## src/hw/obd_ctl_map.vh

```
// Purpose: Offsets, fields, reset values and timing counts of the command block
// Assumes: 32-bit classic Wishbone, byte addresses
// Notes: Included by the command core and the testbench
`ifndef OBD_CTL_MAP_VH
`define OBD_CTL_MAP_VH
`define CTL_OFS 8'h00
`define STAT_OFS 8'h04
`define KW_OFS 8'h08
`define PROTO_OFS 8'h0C
`define CMD_OFS 8'h10
`define J1939_OFS 8'h14
`define PGN_OFS 8'h18
`define TXCH_OFS 8'h1C
`define HOSTCH_OFS 8'h20
`define MONCH_OFS 8'h24
`define CMD_MULT1 4'h1
`define CMD_MULT5 4'h2
`define CMD_LP 4'h3
`define CMD_MA 4'h4
`define CMD_MP 4'h5
`define CMD_SP 4'h6
`define CMD_FOUND 4'h7
`define CMD_KW_DONE 4'h8
`define CTL_SAE_BIT 0
`define CTL_KWCHK_BIT 1
`define CTL_LF_BIT 2
`define CTL_MEM_BIT 3
`define CTL_SILENT_OFF_BIT 4
`define CTL_J1939FMT_BIT 5
`define CTL_RESET 8'h02
`define KW1_EXPECT 8'h08
`define KW2_EXPECT 8'h08
`define PROTO_AUTO 4'h0
`define LP_DELAY_MS 1000
`define CLK_KHZ 200000
`define LF_WAIT_US 2
`define LF_WAIT_CYC (`LF_WAIT_US * `CLK_KHZ / 1000)
`endif

```

## src/hw/obd_cmd_core.v

```verilog
// Purpose: Settings, key words, linefeed, low power, protocol memory and monitor control
// Assumes: Firmware decodes host text and issues command codes over Wishbone
// Notes: Straps are caught on the first clock after reset release
//
// What this block does
// SAE byte order selected passes three data bytes unchanged; off after reset.
// Reversed byte order with J1939 swaps three data bytes; on by default.
// J1939 multiplier-one command sets timeout multiplier to one, like CAN.
// J1939 multiplier-five command sets timeout multiplier to five, like CAN.
// Keep both key words from ISO initiation and report them on request.
// Key word checking on: wrong key words fail initiation with error.
// Checking off: need two key words, ignore values, never fail on response.
// Key word checking enabled after reset.
// Linefeeds on send linefeed after each carriage return; off sends none.
// Linefeed strap sampled at reset sets linefeed default.
// After a received carriage return wait briefly for linefeed before executing.
// Low power answers OK without return, toggles power output one second later.
// Serial character or ignition rising edge or reset ends standby.
// Memory on stores each new valid protocol; off keeps saved protocol.
// Memory strap sampled at reset sets protocol memory default.
// Protocol zero means automatic search at start-up; factory setting.
// Monitor all shows every message and stays silent unless silent mode off; code hides requests after a PGN monitor, as pgn_q is not cleared.
// Stop on character or request-to-send low; finish line, STOPPED, prompt.
// The character that stops monitoring is discarded.
// For CAN, monitor all shows only messages passing filter and mask.
// Monitoring closes protocol; next request reinitialises it.
// Four-digit PGN monitor assumes leading 00, shows only matching responses.
// PGN monitor accepted only with CAN A, B or C and J1939 formatting.
`default_nettype none
`include "obd_ctl_map.vh"
module obd_cmd_core #(
    parameter integer LP_COUNT = `LP_DELAY_MS * `CLK_KHZ
) (
    input wire clk_i,
    input wire srst_i,
    input wire wb_cyc_i,
    input wire wb_stb_i,
    input wire wb_we_i,
    input wire [7:0] wb_adr_i,
    input wire [31:0] wb_dat_i,
    input wire [3:0] wb_sel_i,
    output reg [31:0] wb_dat_o,
    output reg wb_ack_o,
    input wire lf_strap_i,
    input wire mem_strap_i,
    input wire ignition_monitor_input,
    input wire rts_n_i,
    input wire host_rx_valid_i,
    input wire [7:0] host_rx_char_i,
    input wire kw_valid_i,
    input wire [7:0] kw_byte_i,
    input wire mon_msg_valid_i,
    input wire mon_msg_pass_i,
    input wire mon_msg_is_req_i,
    input wire mon_line_busy_i,
    output reg power_control_output,
    output reg standby_o,
    output reg monitor_active_o,
    output reg bus_silent_o,
    output reg protocol_close_o,
    output reg nv_write_o,
    output reg [3:0] nv_proto_o,
    output reg mon_show_o,
    output reg [7:0] tx_char_o,
    output reg tx_valid_o,
    input wire tx_ready_i,
    output reg cmd_exec_o,
    output reg kw_error_o,
    output reg [1:0] timer_mult_o
);
    localparam [3:0] TX_IDLE = 4'h0;
    localparam [3:0] TX_LF = 4'h1;
    localparam [3:0] TX_STOP = 4'h2;
    localparam [3:0] TX_PROMPT = 4'h3;
    localparam [3:0] TX_PROMPT_LF = 4'h4;
    localparam [3:0] TX_OK_K = 4'h5;

    reg [7:0] ctl_q;
    reg strap_pend_q;
    reg [7:0] kw1_q, kw2_q;
    reg kw_cnt_q;
    reg kw_err_q;
    reg [3:0] proto_q;
    reg [23:0] j_in_q, j_out_q;
    reg [19:0] pgn_q;
    reg mp_err_q;
    reg [1:0] ign_s_q, rts_s_q;
    reg [3:0] strap_s_q;
    reg ok_pend_q;
    reg ign_d_q;
    reg lp_wait_q;
    reg [15:0] lf_cnt_q;
    reg lf_wait_q;
    reg [3:0] tx_st_q;
    reg [3:0] stop_idx_q;
    reg stop_pend_q;
    reg tx_busy_q;
    reg [7:0] tx_req_q;
    reg tx_req_v_q;
    wire lp_done;
    wire wr = wb_cyc_i && wb_stb_i && wb_we_i && !wb_ack_o;
    wire rd = wb_cyc_i && wb_stb_i && !wb_we_i && !wb_ack_o;
    wire cmd_wr = wr && wb_adr_i == `CMD_OFS;
    wire [3:0] cmd = wb_dat_i[3:0];
    wire ign_rise = ign_s_q[1] && !ign_d_q;
    wire can_j1939 = (proto_q == 4'hA || proto_q == 4'hB || proto_q == 4'hC) &&
        ctl_q[`CTL_J1939FMT_BIT];

    lp_timer #(.COUNT(LP_COUNT)) u_lp (
        .clk_i(clk_i),
        .srst_i(srst_i),
        .start_i(cmd_wr && cmd == `CMD_LP),
        .cancel_i(1'b0),
        .done_o(lp_done)
    );

    always @(posedge clk_i) begin
        // Straps are synchronised through reset so they are settled at release
        strap_s_q <= {strap_s_q[1:0], mem_strap_i, lf_strap_i};
        if (srst_i) begin
            ign_s_q <= 2'b00;
            rts_s_q <= 2'b11;
            ign_d_q <= 1'b0;
        end else begin
            ign_s_q <= {ign_s_q[0], ignition_monitor_input};
            rts_s_q <= {rts_s_q[0], rts_n_i};
            ign_d_q <= ign_s_q[1];
        end
    end

    // Settings and commands
    always @(posedge clk_i) begin
        wb_ack_o <= 1'b0;
        protocol_close_o <= 1'b0;
        nv_write_o <= 1'b0;
        if (srst_i) begin
            ctl_q <= `CTL_RESET;
            strap_pend_q <= 1'b1;
            timer_mult_o <= 2'd1;
            proto_q <= `PROTO_AUTO;
            nv_proto_o <= `PROTO_AUTO;
            pgn_q <= 20'h0;
            mp_err_q <= 1'b0;
            monitor_active_o <= 1'b0;
            standby_o <= 1'b0;
            power_control_output <= 1'b0;
            lp_wait_q <= 1'b0;
            j_in_q <= 24'h0;
            stop_pend_q <= 1'b0;
        end else begin
            if (strap_pend_q) begin
                strap_pend_q <= 1'b0;
                ctl_q[`CTL_LF_BIT] <= strap_s_q[2];
                ctl_q[`CTL_MEM_BIT] <= strap_s_q[3];
            end
            if (wb_cyc_i && wb_stb_i && !wb_ack_o) begin
                wb_ack_o <= 1'b1;
            end
            if (wr && wb_adr_i == `CTL_OFS) begin
                ctl_q <= wb_dat_i[7:0];
            end
            if (wr && wb_adr_i == `J1939_OFS) begin
                j_in_q <= wb_dat_i[23:0];
            end
            if (cmd_wr) begin
                case (cmd)
                    `CMD_MULT1: timer_mult_o <= 2'd1;
                    `CMD_MULT5: timer_mult_o <= 2'd2;
                    `CMD_LP: lp_wait_q <= 1'b1;
                    `CMD_MA: begin
                        monitor_active_o <= 1'b1;
                        protocol_close_o <= 1'b1;
                    end
                    `CMD_MP: begin
                        if (can_j1939) begin
                            monitor_active_o <= 1'b1;
                            protocol_close_o <= 1'b1;
                            pgn_q <= {4'h0, 16'h0} | {4'h0, wb_dat_i[31:16]};
                            mp_err_q <= 1'b0;
                        end else begin
                            mp_err_q <= 1'b1;
                        end
                    end
                    `CMD_SP: begin
                        proto_q <= wb_dat_i[7:4];
                        nv_proto_o <= wb_dat_i[7:4];
                        nv_write_o <= 1'b1;
                    end
                    `CMD_FOUND: begin
                        proto_q <= wb_dat_i[7:4];
                        if (ctl_q[`CTL_MEM_BIT]) begin
                            nv_proto_o <= wb_dat_i[7:4];
                            nv_write_o <= 1'b1;
                        end
                    end
                    default: ;
                endcase
            end
            if (lp_done && lp_wait_q) begin
                lp_wait_q <= 1'b0;
                power_control_output <= ~power_control_output;
                standby_o <= 1'b1;
            end
            if (standby_o && (host_rx_valid_i || ign_rise)) begin
                standby_o <= 1'b0;
                power_control_output <= ~power_control_output;
            end
            if (stop_pend_q && tx_st_q == TX_STOP) begin
                stop_pend_q <= 1'b0;
            end
            if (monitor_active_o && (host_rx_valid_i || !rts_s_q[1])) begin
                monitor_active_o <= 1'b0;
                stop_pend_q <= 1'b1;
            end
        end
    end

    // Byte order
    always @* begin
        if (!ctl_q[`CTL_SAE_BIT] && can_j1939) begin
            j_out_q = {j_in_q[7:0], j_in_q[15:8], j_in_q[23:16]};
        end else begin
            j_out_q = j_in_q;
        end
    end

    // Key words
    always @(posedge clk_i) begin
        if (srst_i) begin
            kw1_q <= 8'h0;
            kw2_q <= 8'h0;
            kw_cnt_q <= 1'b0;
            kw_err_q <= 1'b0;
            kw_error_o <= 1'b0;
        end else begin
            kw_error_o <= 1'b0;
            if (kw_valid_i) begin
                kw_cnt_q <= ~kw_cnt_q;
                if (!kw_cnt_q) begin
                    kw1_q <= kw_byte_i;
                end else begin
                    kw2_q <= kw_byte_i;
                    kw_err_q <= ctl_q[`CTL_KWCHK_BIT] &&
                        (kw1_q != `KW1_EXPECT || kw_byte_i != `KW2_EXPECT);
                    kw_error_o <= ctl_q[`CTL_KWCHK_BIT] &&
                        (kw1_q != `KW1_EXPECT || kw_byte_i != `KW2_EXPECT);
                end
            end
        end
    end

    // Monitor display and bus silence
    always @(posedge clk_i) begin
        if (srst_i) begin
            mon_show_o <= 1'b0;
            bus_silent_o <= 1'b0;
        end else begin
            bus_silent_o <= monitor_active_o && !ctl_q[`CTL_SILENT_OFF_BIT];
            mon_show_o <= monitor_active_o && mon_msg_valid_i && mon_msg_pass_i &&
                !(pgn_q != 20'h0 && mon_msg_is_req_i);
        end
    end

    // Host command terminator and linefeed wait
    always @(posedge clk_i) begin
        if (srst_i) begin
            lf_wait_q <= 1'b0;
            lf_cnt_q <= 16'h0;
            cmd_exec_o <= 1'b0;
        end else begin
            cmd_exec_o <= 1'b0;
            if (host_rx_valid_i && !monitor_active_o && !standby_o) begin
                if (host_rx_char_i == 8'h0D) begin
                    lf_wait_q <= 1'b1;
                    lf_cnt_q <= 16'h0;
                end else if (host_rx_char_i == 8'h0A && lf_wait_q) begin
                    lf_wait_q <= 1'b0;
                    cmd_exec_o <= 1'b1;
                end
            end else if (lf_wait_q) begin
                if (lf_cnt_q == `LF_WAIT_CYC - 1) begin
                    lf_wait_q <= 1'b0;
                    cmd_exec_o <= 1'b1;
                end else begin
                    lf_cnt_q <= lf_cnt_q + 16'h1;
                end
            end
        end
    end

    // Character output: requested chars, linefeed after CR, STOPPED and prompt
    function [7:0] stop_char;
        input [3:0] i;
        begin
            case (i)
                4'd0: stop_char = 8'h53;
                4'd1: stop_char = 8'h54;
                4'd2: stop_char = 8'h4F;
                4'd3: stop_char = 8'h50;
                4'd4: stop_char = 8'h50;
                4'd5: stop_char = 8'h45;
                4'd6: stop_char = 8'h44;
                default: stop_char = 8'h0D;
            endcase
        end
    endfunction

    always @(posedge clk_i) begin
        if (srst_i) begin
            tx_st_q <= TX_IDLE;
            tx_valid_o <= 1'b0;
            tx_char_o <= 8'h0;
            stop_idx_q <= 4'h0;
            tx_req_q <= 8'h0;
            tx_req_v_q <= 1'b0;
            ok_pend_q <= 1'b0;
        end else begin
            if (wr && wb_adr_i == `TXCH_OFS && !tx_req_v_q) begin
                tx_req_q <= wb_dat_i[7:0];
                tx_req_v_q <= 1'b1;
            end
            if (tx_valid_o && tx_ready_i) begin
                tx_valid_o <= 1'b0;
            end
            if (!tx_valid_o || tx_ready_i) begin
                case (tx_st_q)
                    TX_IDLE: begin
                        if (stop_pend_q && !mon_line_busy_i) begin
                            tx_st_q <= TX_STOP;
                            stop_idx_q <= 4'h0;
                        end else if (ok_pend_q) begin
                            ok_pend_q <= 1'b0;
                            tx_char_o <= 8'h4F;
                            tx_valid_o <= 1'b1;
                            tx_st_q <= TX_OK_K;
                        end else if (tx_req_v_q) begin
                            tx_req_v_q <= 1'b0;
                            tx_char_o <= tx_req_q;
                            tx_valid_o <= 1'b1;
                            if (tx_req_q == 8'h0D && ctl_q[`CTL_LF_BIT]) begin
                                tx_st_q <= TX_LF;
                            end
                        end
                    end
                    TX_LF: begin
                        tx_char_o <= 8'h0A;
                        tx_valid_o <= 1'b1;
                        tx_st_q <= TX_IDLE;
                    end
                    TX_STOP: begin
                        tx_char_o <= stop_char(stop_idx_q);
                        tx_valid_o <= 1'b1;
                        stop_idx_q <= stop_idx_q + 4'h1;
                        if (stop_idx_q == 4'd7) begin
                            tx_st_q <= ctl_q[`CTL_LF_BIT] ? TX_PROMPT_LF : TX_PROMPT;
                        end
                    end
                    TX_PROMPT: begin
                        tx_char_o <= 8'h3E;
                        tx_valid_o <= 1'b1;
                        tx_st_q <= TX_IDLE;
                    end
                    TX_PROMPT_LF: begin
                        tx_char_o <= 8'h0A;
                        tx_valid_o <= 1'b1;
                        tx_st_q <= TX_PROMPT;
                    end
                    TX_OK_K: begin
                        tx_char_o <= 8'h4B;
                        tx_valid_o <= 1'b1;
                        tx_st_q <= TX_IDLE;
                    end
                    default: tx_st_q <= TX_IDLE;
                endcase
            end
            // Low power answer is OK with no carriage return
            if (cmd_wr && cmd == `CMD_LP) begin
                ok_pend_q <= 1'b1;
            end
        end
    end

    // Register reads
    always @(posedge clk_i) begin
        if (srst_i) begin
            wb_dat_o <= 32'h0;
        end else if (rd) begin
            case (wb_adr_i)
                `CTL_OFS: wb_dat_o <= {24'h0, ctl_q};
                `STAT_OFS: wb_dat_o <= {22'h0, tx_req_v_q, stop_pend_q, mp_err_q, kw_err_q,
                    lp_wait_q, standby_o, monitor_active_o, lf_wait_q, timer_mult_o};
                `KW_OFS: wb_dat_o <= {16'h0, kw1_q, kw2_q};
                `PROTO_OFS: wb_dat_o <= {24'h0, nv_proto_o, proto_q};
                `J1939_OFS: wb_dat_o <= {8'h0, j_out_q};
                `PGN_OFS: wb_dat_o <= {12'h0, pgn_q};
                default: wb_dat_o <= 32'h0;
            endcase
        end
    end
endmodule
`default_nettype wire

```

## src/hw/lp_timer.v

```verilog
// Purpose: Counts a delay after a start pulse and pulses done once
// Assumes: start is a one-cycle pulse on clk_i
// Notes: A new start restarts the count; cancel stops it
`default_nettype none
module lp_timer #(
    parameter integer COUNT = 200000000
) (
    input wire clk_i,
    input wire srst_i,
    input wire start_i,
    input wire cancel_i,
    output reg done_o
);
    reg [31:0] cnt_q;
    reg run_q;
    always @(posedge clk_i) begin
        done_o <= 1'b0;
        if (srst_i || cancel_i) begin
            run_q <= 1'b0;
            cnt_q <= 32'h0;
        end else if (start_i) begin
            run_q <= 1'b1;
            cnt_q <= 32'h0;
        end else if (run_q) begin
            if (cnt_q == COUNT - 1) begin
                run_q <= 1'b0;
                done_o <= 1'b1;
            end else begin
                cnt_q <= cnt_q + 32'h1;
            end
        end
    end
endmodule
`default_nettype wire

```

## config.mk

```make
export PLATFORM = sky130hd
export DESIGN_NAME = obd_cmd_core
export DESIGN_NICKNAME = d
export VERILOG_FILES = /design/src/hw/obd_cmd_core.v /design/src/hw/lp_timer.v
export VERILOG_INCLUDE_DIRS = /design/src /design/src/hw
export SDC_FILE = /design/constraint.sdc
export NUM_CORES = 1
export LEC_CHECK = 0
export BUFFER_PORTS_ARGS = -buffer_cell sky130_fd_sc_hd__clkbuf_2
export CORE_MARGIN = 1
export CORE_UTILIZATION = 52
export DETAILED_ROUTE_END_ITERATION = 8
export PLACE_DENSITY = 0.77
export SLEW_MARGIN = 20
export SYNTH_ARGS = -nofsm -noshare
export SYNTH_HDL_FRONTEND = slang
export SYNTH_SLANG_ARGS = --single-unit
```

## constraint.sdc

```tcl
create_clock -name clk_i -period 2.4 [get_ports clk_i]
set_input_delay 0.48 -clock clk_i [delete_from_list [all_inputs] [get_ports clk_i]]
set_output_delay 0.48 -clock clk_i [all_outputs]
set_load 0.02 [all_outputs]
```

== After elaboration in Yosys (flattened, before gate mapping) ==
Index checks and enable logic that the tools add are counted.
Widths: inputs -> output; s select.

* Word-level logic and storage cells: 257
* Register bits: 209
* Input port bits: 76
* Output and inout bits: 57

* Eq/ne operators: 48
* Mux-type cells: 68
* Add/sub/neg operators: 3
* Reduce and logical (&&, ||, !) cells: 90
* Bitwise gates (word level): 6

{| class="wikitable"
|+ Operators by type and width
! cell !! count
|-
| $pmux 24 s6 || 1
|-
| $mux 16 || 4
|-
| $pmux 7 s6 || 1
|-
| $eq 4x3->1 const B || 10
|-
| $eq 8x4->1 const B || 5
|-
| $pmux 8 s5 || 1
|-
| $mux 1 || 39
|-
| $add 32x1->32 const B || 1
|-
| $eq 32x28->1 const B || 1
|-
| $eq 8x5->1 const B || 4
|-
| $mux 4 || 8
|-
| $logic_and 1x1->1 || 31
|-
| $eq 4x2->1 const B || 6
|-
| $mux 24 || 1
|-
| $mux 8 || 3
|-
| $reduce_bool 2->1 || 10
|-
| $reduce_bool 20->1 || 1
|-
| $reduce_and 3->1 || 6
|-
| $add 16x1->16 const B || 1
|-
| $eq 16x9->1 const B || 1
|-
| $ne 8x4->1 const B || 2
|-
| $pmux 4 s2 || 2
|-
| $reduce_or 2->1 || 8
|-
| $reduce_and 2->1 || 7
|-
| other kinds (23) || 61
|}

== Logic depth before layout (Yosys ltp) ==
* Depth in word-level cells: 11
* Depth in mapped cells: 9
* Mapped depth without buffers: 7

== Modules after synthesis ==
Synthesis repeated with hierarchy kept, for this count alone.

* Cells, all modules: 1093
* Area total of the unflattened synthesis: 9223.8 µm²

{| class="wikitable"
|+ By module, submodules not included
! module !! times used !! area an instance (µm²) !! cells an instance !! seq. area each (µm²)
|-
| obd_cmd_core || 1 || 7536.0 || 889 || 3323.2
|-
| lp_timer || 1 || 1687.9 || 204 || 680.7
|}

== Least setup slack after synthesis ==
Ideal clock, no wire load.

* Path type: in2reg
* From: input port wb_adr_i[2]
* To: register timer_mult_o[1]
* Data required time: 2272 ps
* Setup slack: 67 ps
* Library setup time: 128 ps
* Arrival: 2205 ps
* Stages: 7
* Cell sequence: buf_6 or4_4 buf_6 or3_4 or4_1 a2bb2oi_1 nor2_1

* Word-level cells in the longest chain between the ends: 3

{| class="wikitable"
|+ RTL lines
! item !! line !! text
|-
| start, declared || obd_cmd_core.v:39 || <nowiki>input wire [7:0] wb_adr_i,</nowiki>
|-
| $eq 8x5->1 (no source line) || -- ||
|-
| $logic_and 1x1->1 (no source line) || -- ||
|-
| $reduce_and 2->1 (no source line) || -- ||
|-
| end signal, assigned || obd_cmd_core.v:139 || <nowiki>timer_mult_o <= 2'd1;</nowiki>
|-
| end signal, assigned || obd_cmd_core.v:167 || <nowiki>`CMD_MULT1: timer_mult_o <= 2'd1;</nowiki>
|-
| end signal, assigned || obd_cmd_core.v:168 || <nowiki>`CMD_MULT5: timer_mult_o <= 2'd2;</nowiki>
|-
| end, declared || obd_cmd_core.v:69 || <nowiki>output reg [1:0] timer_mult_o</nowiki>
|}

No other way between the ends.
A chain may end at the register's enable or synchronous reset.

== Worst setup path in the final report ==
* From: register tx_st_q[1]
* To: register tx_st_q[0]

* Word-level cells in the longest chain between the ends: 3
* Elaborated cells between the ends (all ways): 8
* Classes of those cells: eq/ne: 5; mux: 1; reduce/logical: 2

{| class="wikitable"
|+ RTL lines
! item !! line !! text
|-
| start, declared || obd_cmd_core.v:94 || <nowiki>reg [3:0] tx_st_q;</nowiki>
|-
| start signal, assigned || obd_cmd_core.v:355 || <nowiki>tx_st_q <= ctl_q[`CTL_LF_BIT] ? TX_PROMPT_LF : TX_PROMPT;</nowiki>
|-
| $eq 4x2->1 or $logic_not 4->1 (tied branches) || obd_cmd_core.v:326 || <nowiki>case (tx_st_q)</nowiki>
|-
| $ne 2x1->1 (no source line) or $ne 4x4->1 (tied branches) || -- ||
|-
| $reduce_and 4->1 (no source line) || -- ||
|}

Several ways; a longest one is shown, not always the timed one.

==> qor.txt <==
Final hold violation count -> 0
Internal reg-to-reg setup slack -> 0.21 ns
Vias -> 8519
Gpl congestion -> 0.884
CTS root buf -> clkbuf_16
Fin crit period -> 2.19 ns
Vias per inst -> 5.90
IO Port Bufs -> 120
FILL cells -> 1489
Total power -> 7.63 mW
Max Fclk -> 456 MHz
Crit end category -> flip-flop
Max-slew headroom -> 35.3%
Area Overhead vs Synth -> 18.2%
Crit path max-delay cell type -> dfxtp_1
Crit-path leading delay family -> compound AO/OA/AOI/OAI gates
Max Buffers Root-to-Sink -> 2
Finish-stage setup viols -> 0
Register area -> 0.00400 mm²
CP required -> 2.74 ns
Core area -> 0.0172 mm²
Cts hold-fix bufs -> 0
Status -> finished, final reports clean
Clk sinks -> 200
Mapped Area -> 0.00914 mm²
Critical path cell sequence -> or3_1 > nor3_1 > a221oi_1 > nor2_1 > a311oi_1
GRT Overall Usage -> 27.0%
Lkg Pwr -> 4.25 nW
Final setup skew -> 0.00873 ns
Vias in the first global route -> 7458
Inserted Diodes -> 0
Synthesized flop and latch total -> 200
Gr ovfl total -> 0
Pwr/cell area -> 707 mW/mm²
Post-CTS Repair Setup Buffers -> 0
Synth top area share -> 43.8%
Synth area leaders -> dfxtp_1 (44%), nand2_1 (6.6%), mux2i_1 (5.5%)
Fin area -> 0.0108 mm²
Syn Area/Cell -> 8.48 µm²
Die Span Y -> 135 µm
Worst Tran Pin Value -> 0.959 ns
Seq/Total Area, Yosys -> 43.8%
Chip Width -> 135 µm
Ys flop type -> dfxtp_1
Distinct cells, synth -> 70
Initial DRC Count -> 794
Final Cycle Share -> 91.4%
Clock buffer count from CTS -> 17
Die area -> 0.0181 mm²
CP Launch Type -> flip-flop
DRT Pass-1 Iters -> 7
Crit path buffers/inverters -> 0
Area of the multi-input gates -> 0.00480 mm²
Slowest stage delay, CP -> 0.65 ns
Commonest cells after routing, fill and taps aside -> dfxtp_1 (200), nand2_1 (161), clkbuf_2 (119), nor2_1 (100), a21oi_1 (94)
Post-synth EDFFs -> 0
DRC -> 0
Detail Placement HPWL -> 17500 µm
Max cap viols -> 0
First-pass GRT wire length -> 38400 µm
Number of routed nets with antenna violations -> 0
Initial Utilization -> 53.0%
Type of the worst setup path -> flip-flop to flip-flop
Synth area leader -> dfxtp_1
Hold Path Class -> primary input to flip-flop
Clk Latency, worst-skew pair -> 0.44 ns
I/O pin count -> 133
Average wire per standard cell -> 16.8 µm
Commonest non-fill, non-tap cell in the layout -> dfxtp_1
RSZ-0062 raised after global routing -> no
Nets -> 1287
Routed Wire Length -> 24200 µm
CTS clock-pin slew for the worst setup and hold paths -> 0.06 ns
Floorplan row count -> 48
YS warnings -> 0
Post-CTS Resized -> 0
Post-Route Setup TNS -> 0 ns
Largest net degree at the start of global routing -> 71
CTS tree -> built
Crit path max fanout -> 19
Antenna violations before repair -> 0
Crit path DAT -> 2.53 ns
Maximum VDD drop -> 0.589 mV
Placed Area -> 0.0101 mm²
Share of layout cells above drive strength 1 -> 19.3%
Slew Limit Fails -> 0
H-tree depth -> 4
Asr flop ratio synth -> 0%
Mapped Cells -> 1078
## worst paths after layout
path,from,to,cells after the start
worst max register to register,tx_st_q[1],tx_st_q[0],5
worst min register to register,strap_s_q[0],strap_s_q[2],0
worst min-delay path,mem_strap_i,strap_s_q[1],1
worst max-delay path,tx_st_q[1],tx_st_q[0],5
## routing by layer
metal  wire length, µm  global-route usage (%)  up-vias
met5                 0                       0        -
met4               571                    10.4        0
met3              1700                    5.41       45
met2             11100                    42.5      311
met1             10800                    36.6     4007
li1                  -                       -     4156
## cell type report
type,instances,area share [%]
clock buffers,21,4.26
flip-flops and latches,200,37.1
well taps,225,2.61
inverters,17,0.591
multi-input cells,803,44.4
repair buffers,166,9.24
clock inverters,11,1.78
## metrics by stage
step	hold WS, ns	worst slack (ns)	std cells	util [%]
2_1_floorplan	0.310	0.0674	1085	-
4_1_cts	0.156	0.292	1443	62.7
3_3_place_gp	0.314	-0.0927	1411	58.9
6_report	0.162	0.207	1443	62.7
3_5_place_dp	0.314	-0.106	1411	58.9
5_1_grt	0.152	0.0578	1443	62.7
## sequential cells by signal (all words and copies together) (netlist names), 8 cells and up
signal,cells
tx_char_o,8
wb_dat_o,24
kw1_q,8
j_in_q,24
tx_req_q,8
lf_cnt_q,16
pgn_q,16
u_lp.cnt_q,32
kw2_q,8
ctl_q,8
## where the power goes
| group | switching, mW | internal (mW) |
|---|---|---|
| registers | 0.115 | 3.41 |
| logic | 0.597 | 0.335 |
| clock network | 1.26 | 1.91 |
## Yosys cell counts (5+ instances only)
cell and number:
and4_1 8, xnor2_1 7, mux2_2 16, o21ai_0 50, buf_2 5, a31oi_1 6, mux2i_1 50, o211ai_1 6
nand2_1 161, a222oi_1 8, o22ai_1 9, inv_1 17, nand2b_1 12, or3_1 26, and3_1 16, or4_1 10
nor2_1 100, nor3b_1 6, nand3b_1 5, buf_1 5, and2_1 7, nor2b_1 9, ha_1 6, xor2_1 6
a22oi_1 12, clkbuf_1 44, nand4_1 20, a21oi_1 94, buf_4 8, nor4b_1 7, nor4_1 21, dfxtp_1 200
nand4b_1 5, nand3_1 26, a221oi_1 14, nor3_1 15
## cell families (layout without fill, tap and decap cells)
| group | count (synthesis) | count (layout) | synth area share, % |
|---|---|---|---|
| DFF | 200 | 200 | 43.8 |
| muxes | 68 | 68 | 7.94 |
| buffers and inverters | 82 | 215 | 4.01 |
| adders and majority gates | 6 | 6 | 0.821 |
| AOI/OAI and AO/OA | 235 | 235 | 15.9 |
| and+or+nand+nor | 473 | 473 | 26.2 |
| other | 1 | 8 | 0.0410 |
| xor gates and xnor gates | 13 | 13 | 1.25 |
## worst reg2reg max path: stages (launching register included)
cell	delay, ns
dfxtp_1	0.65
or3_1	0.35
nor3_1	0.11
a221oi_1	0.62
nor2_1	0.10
a311oi_1	0.27
(Power assumes the default switching activity.)
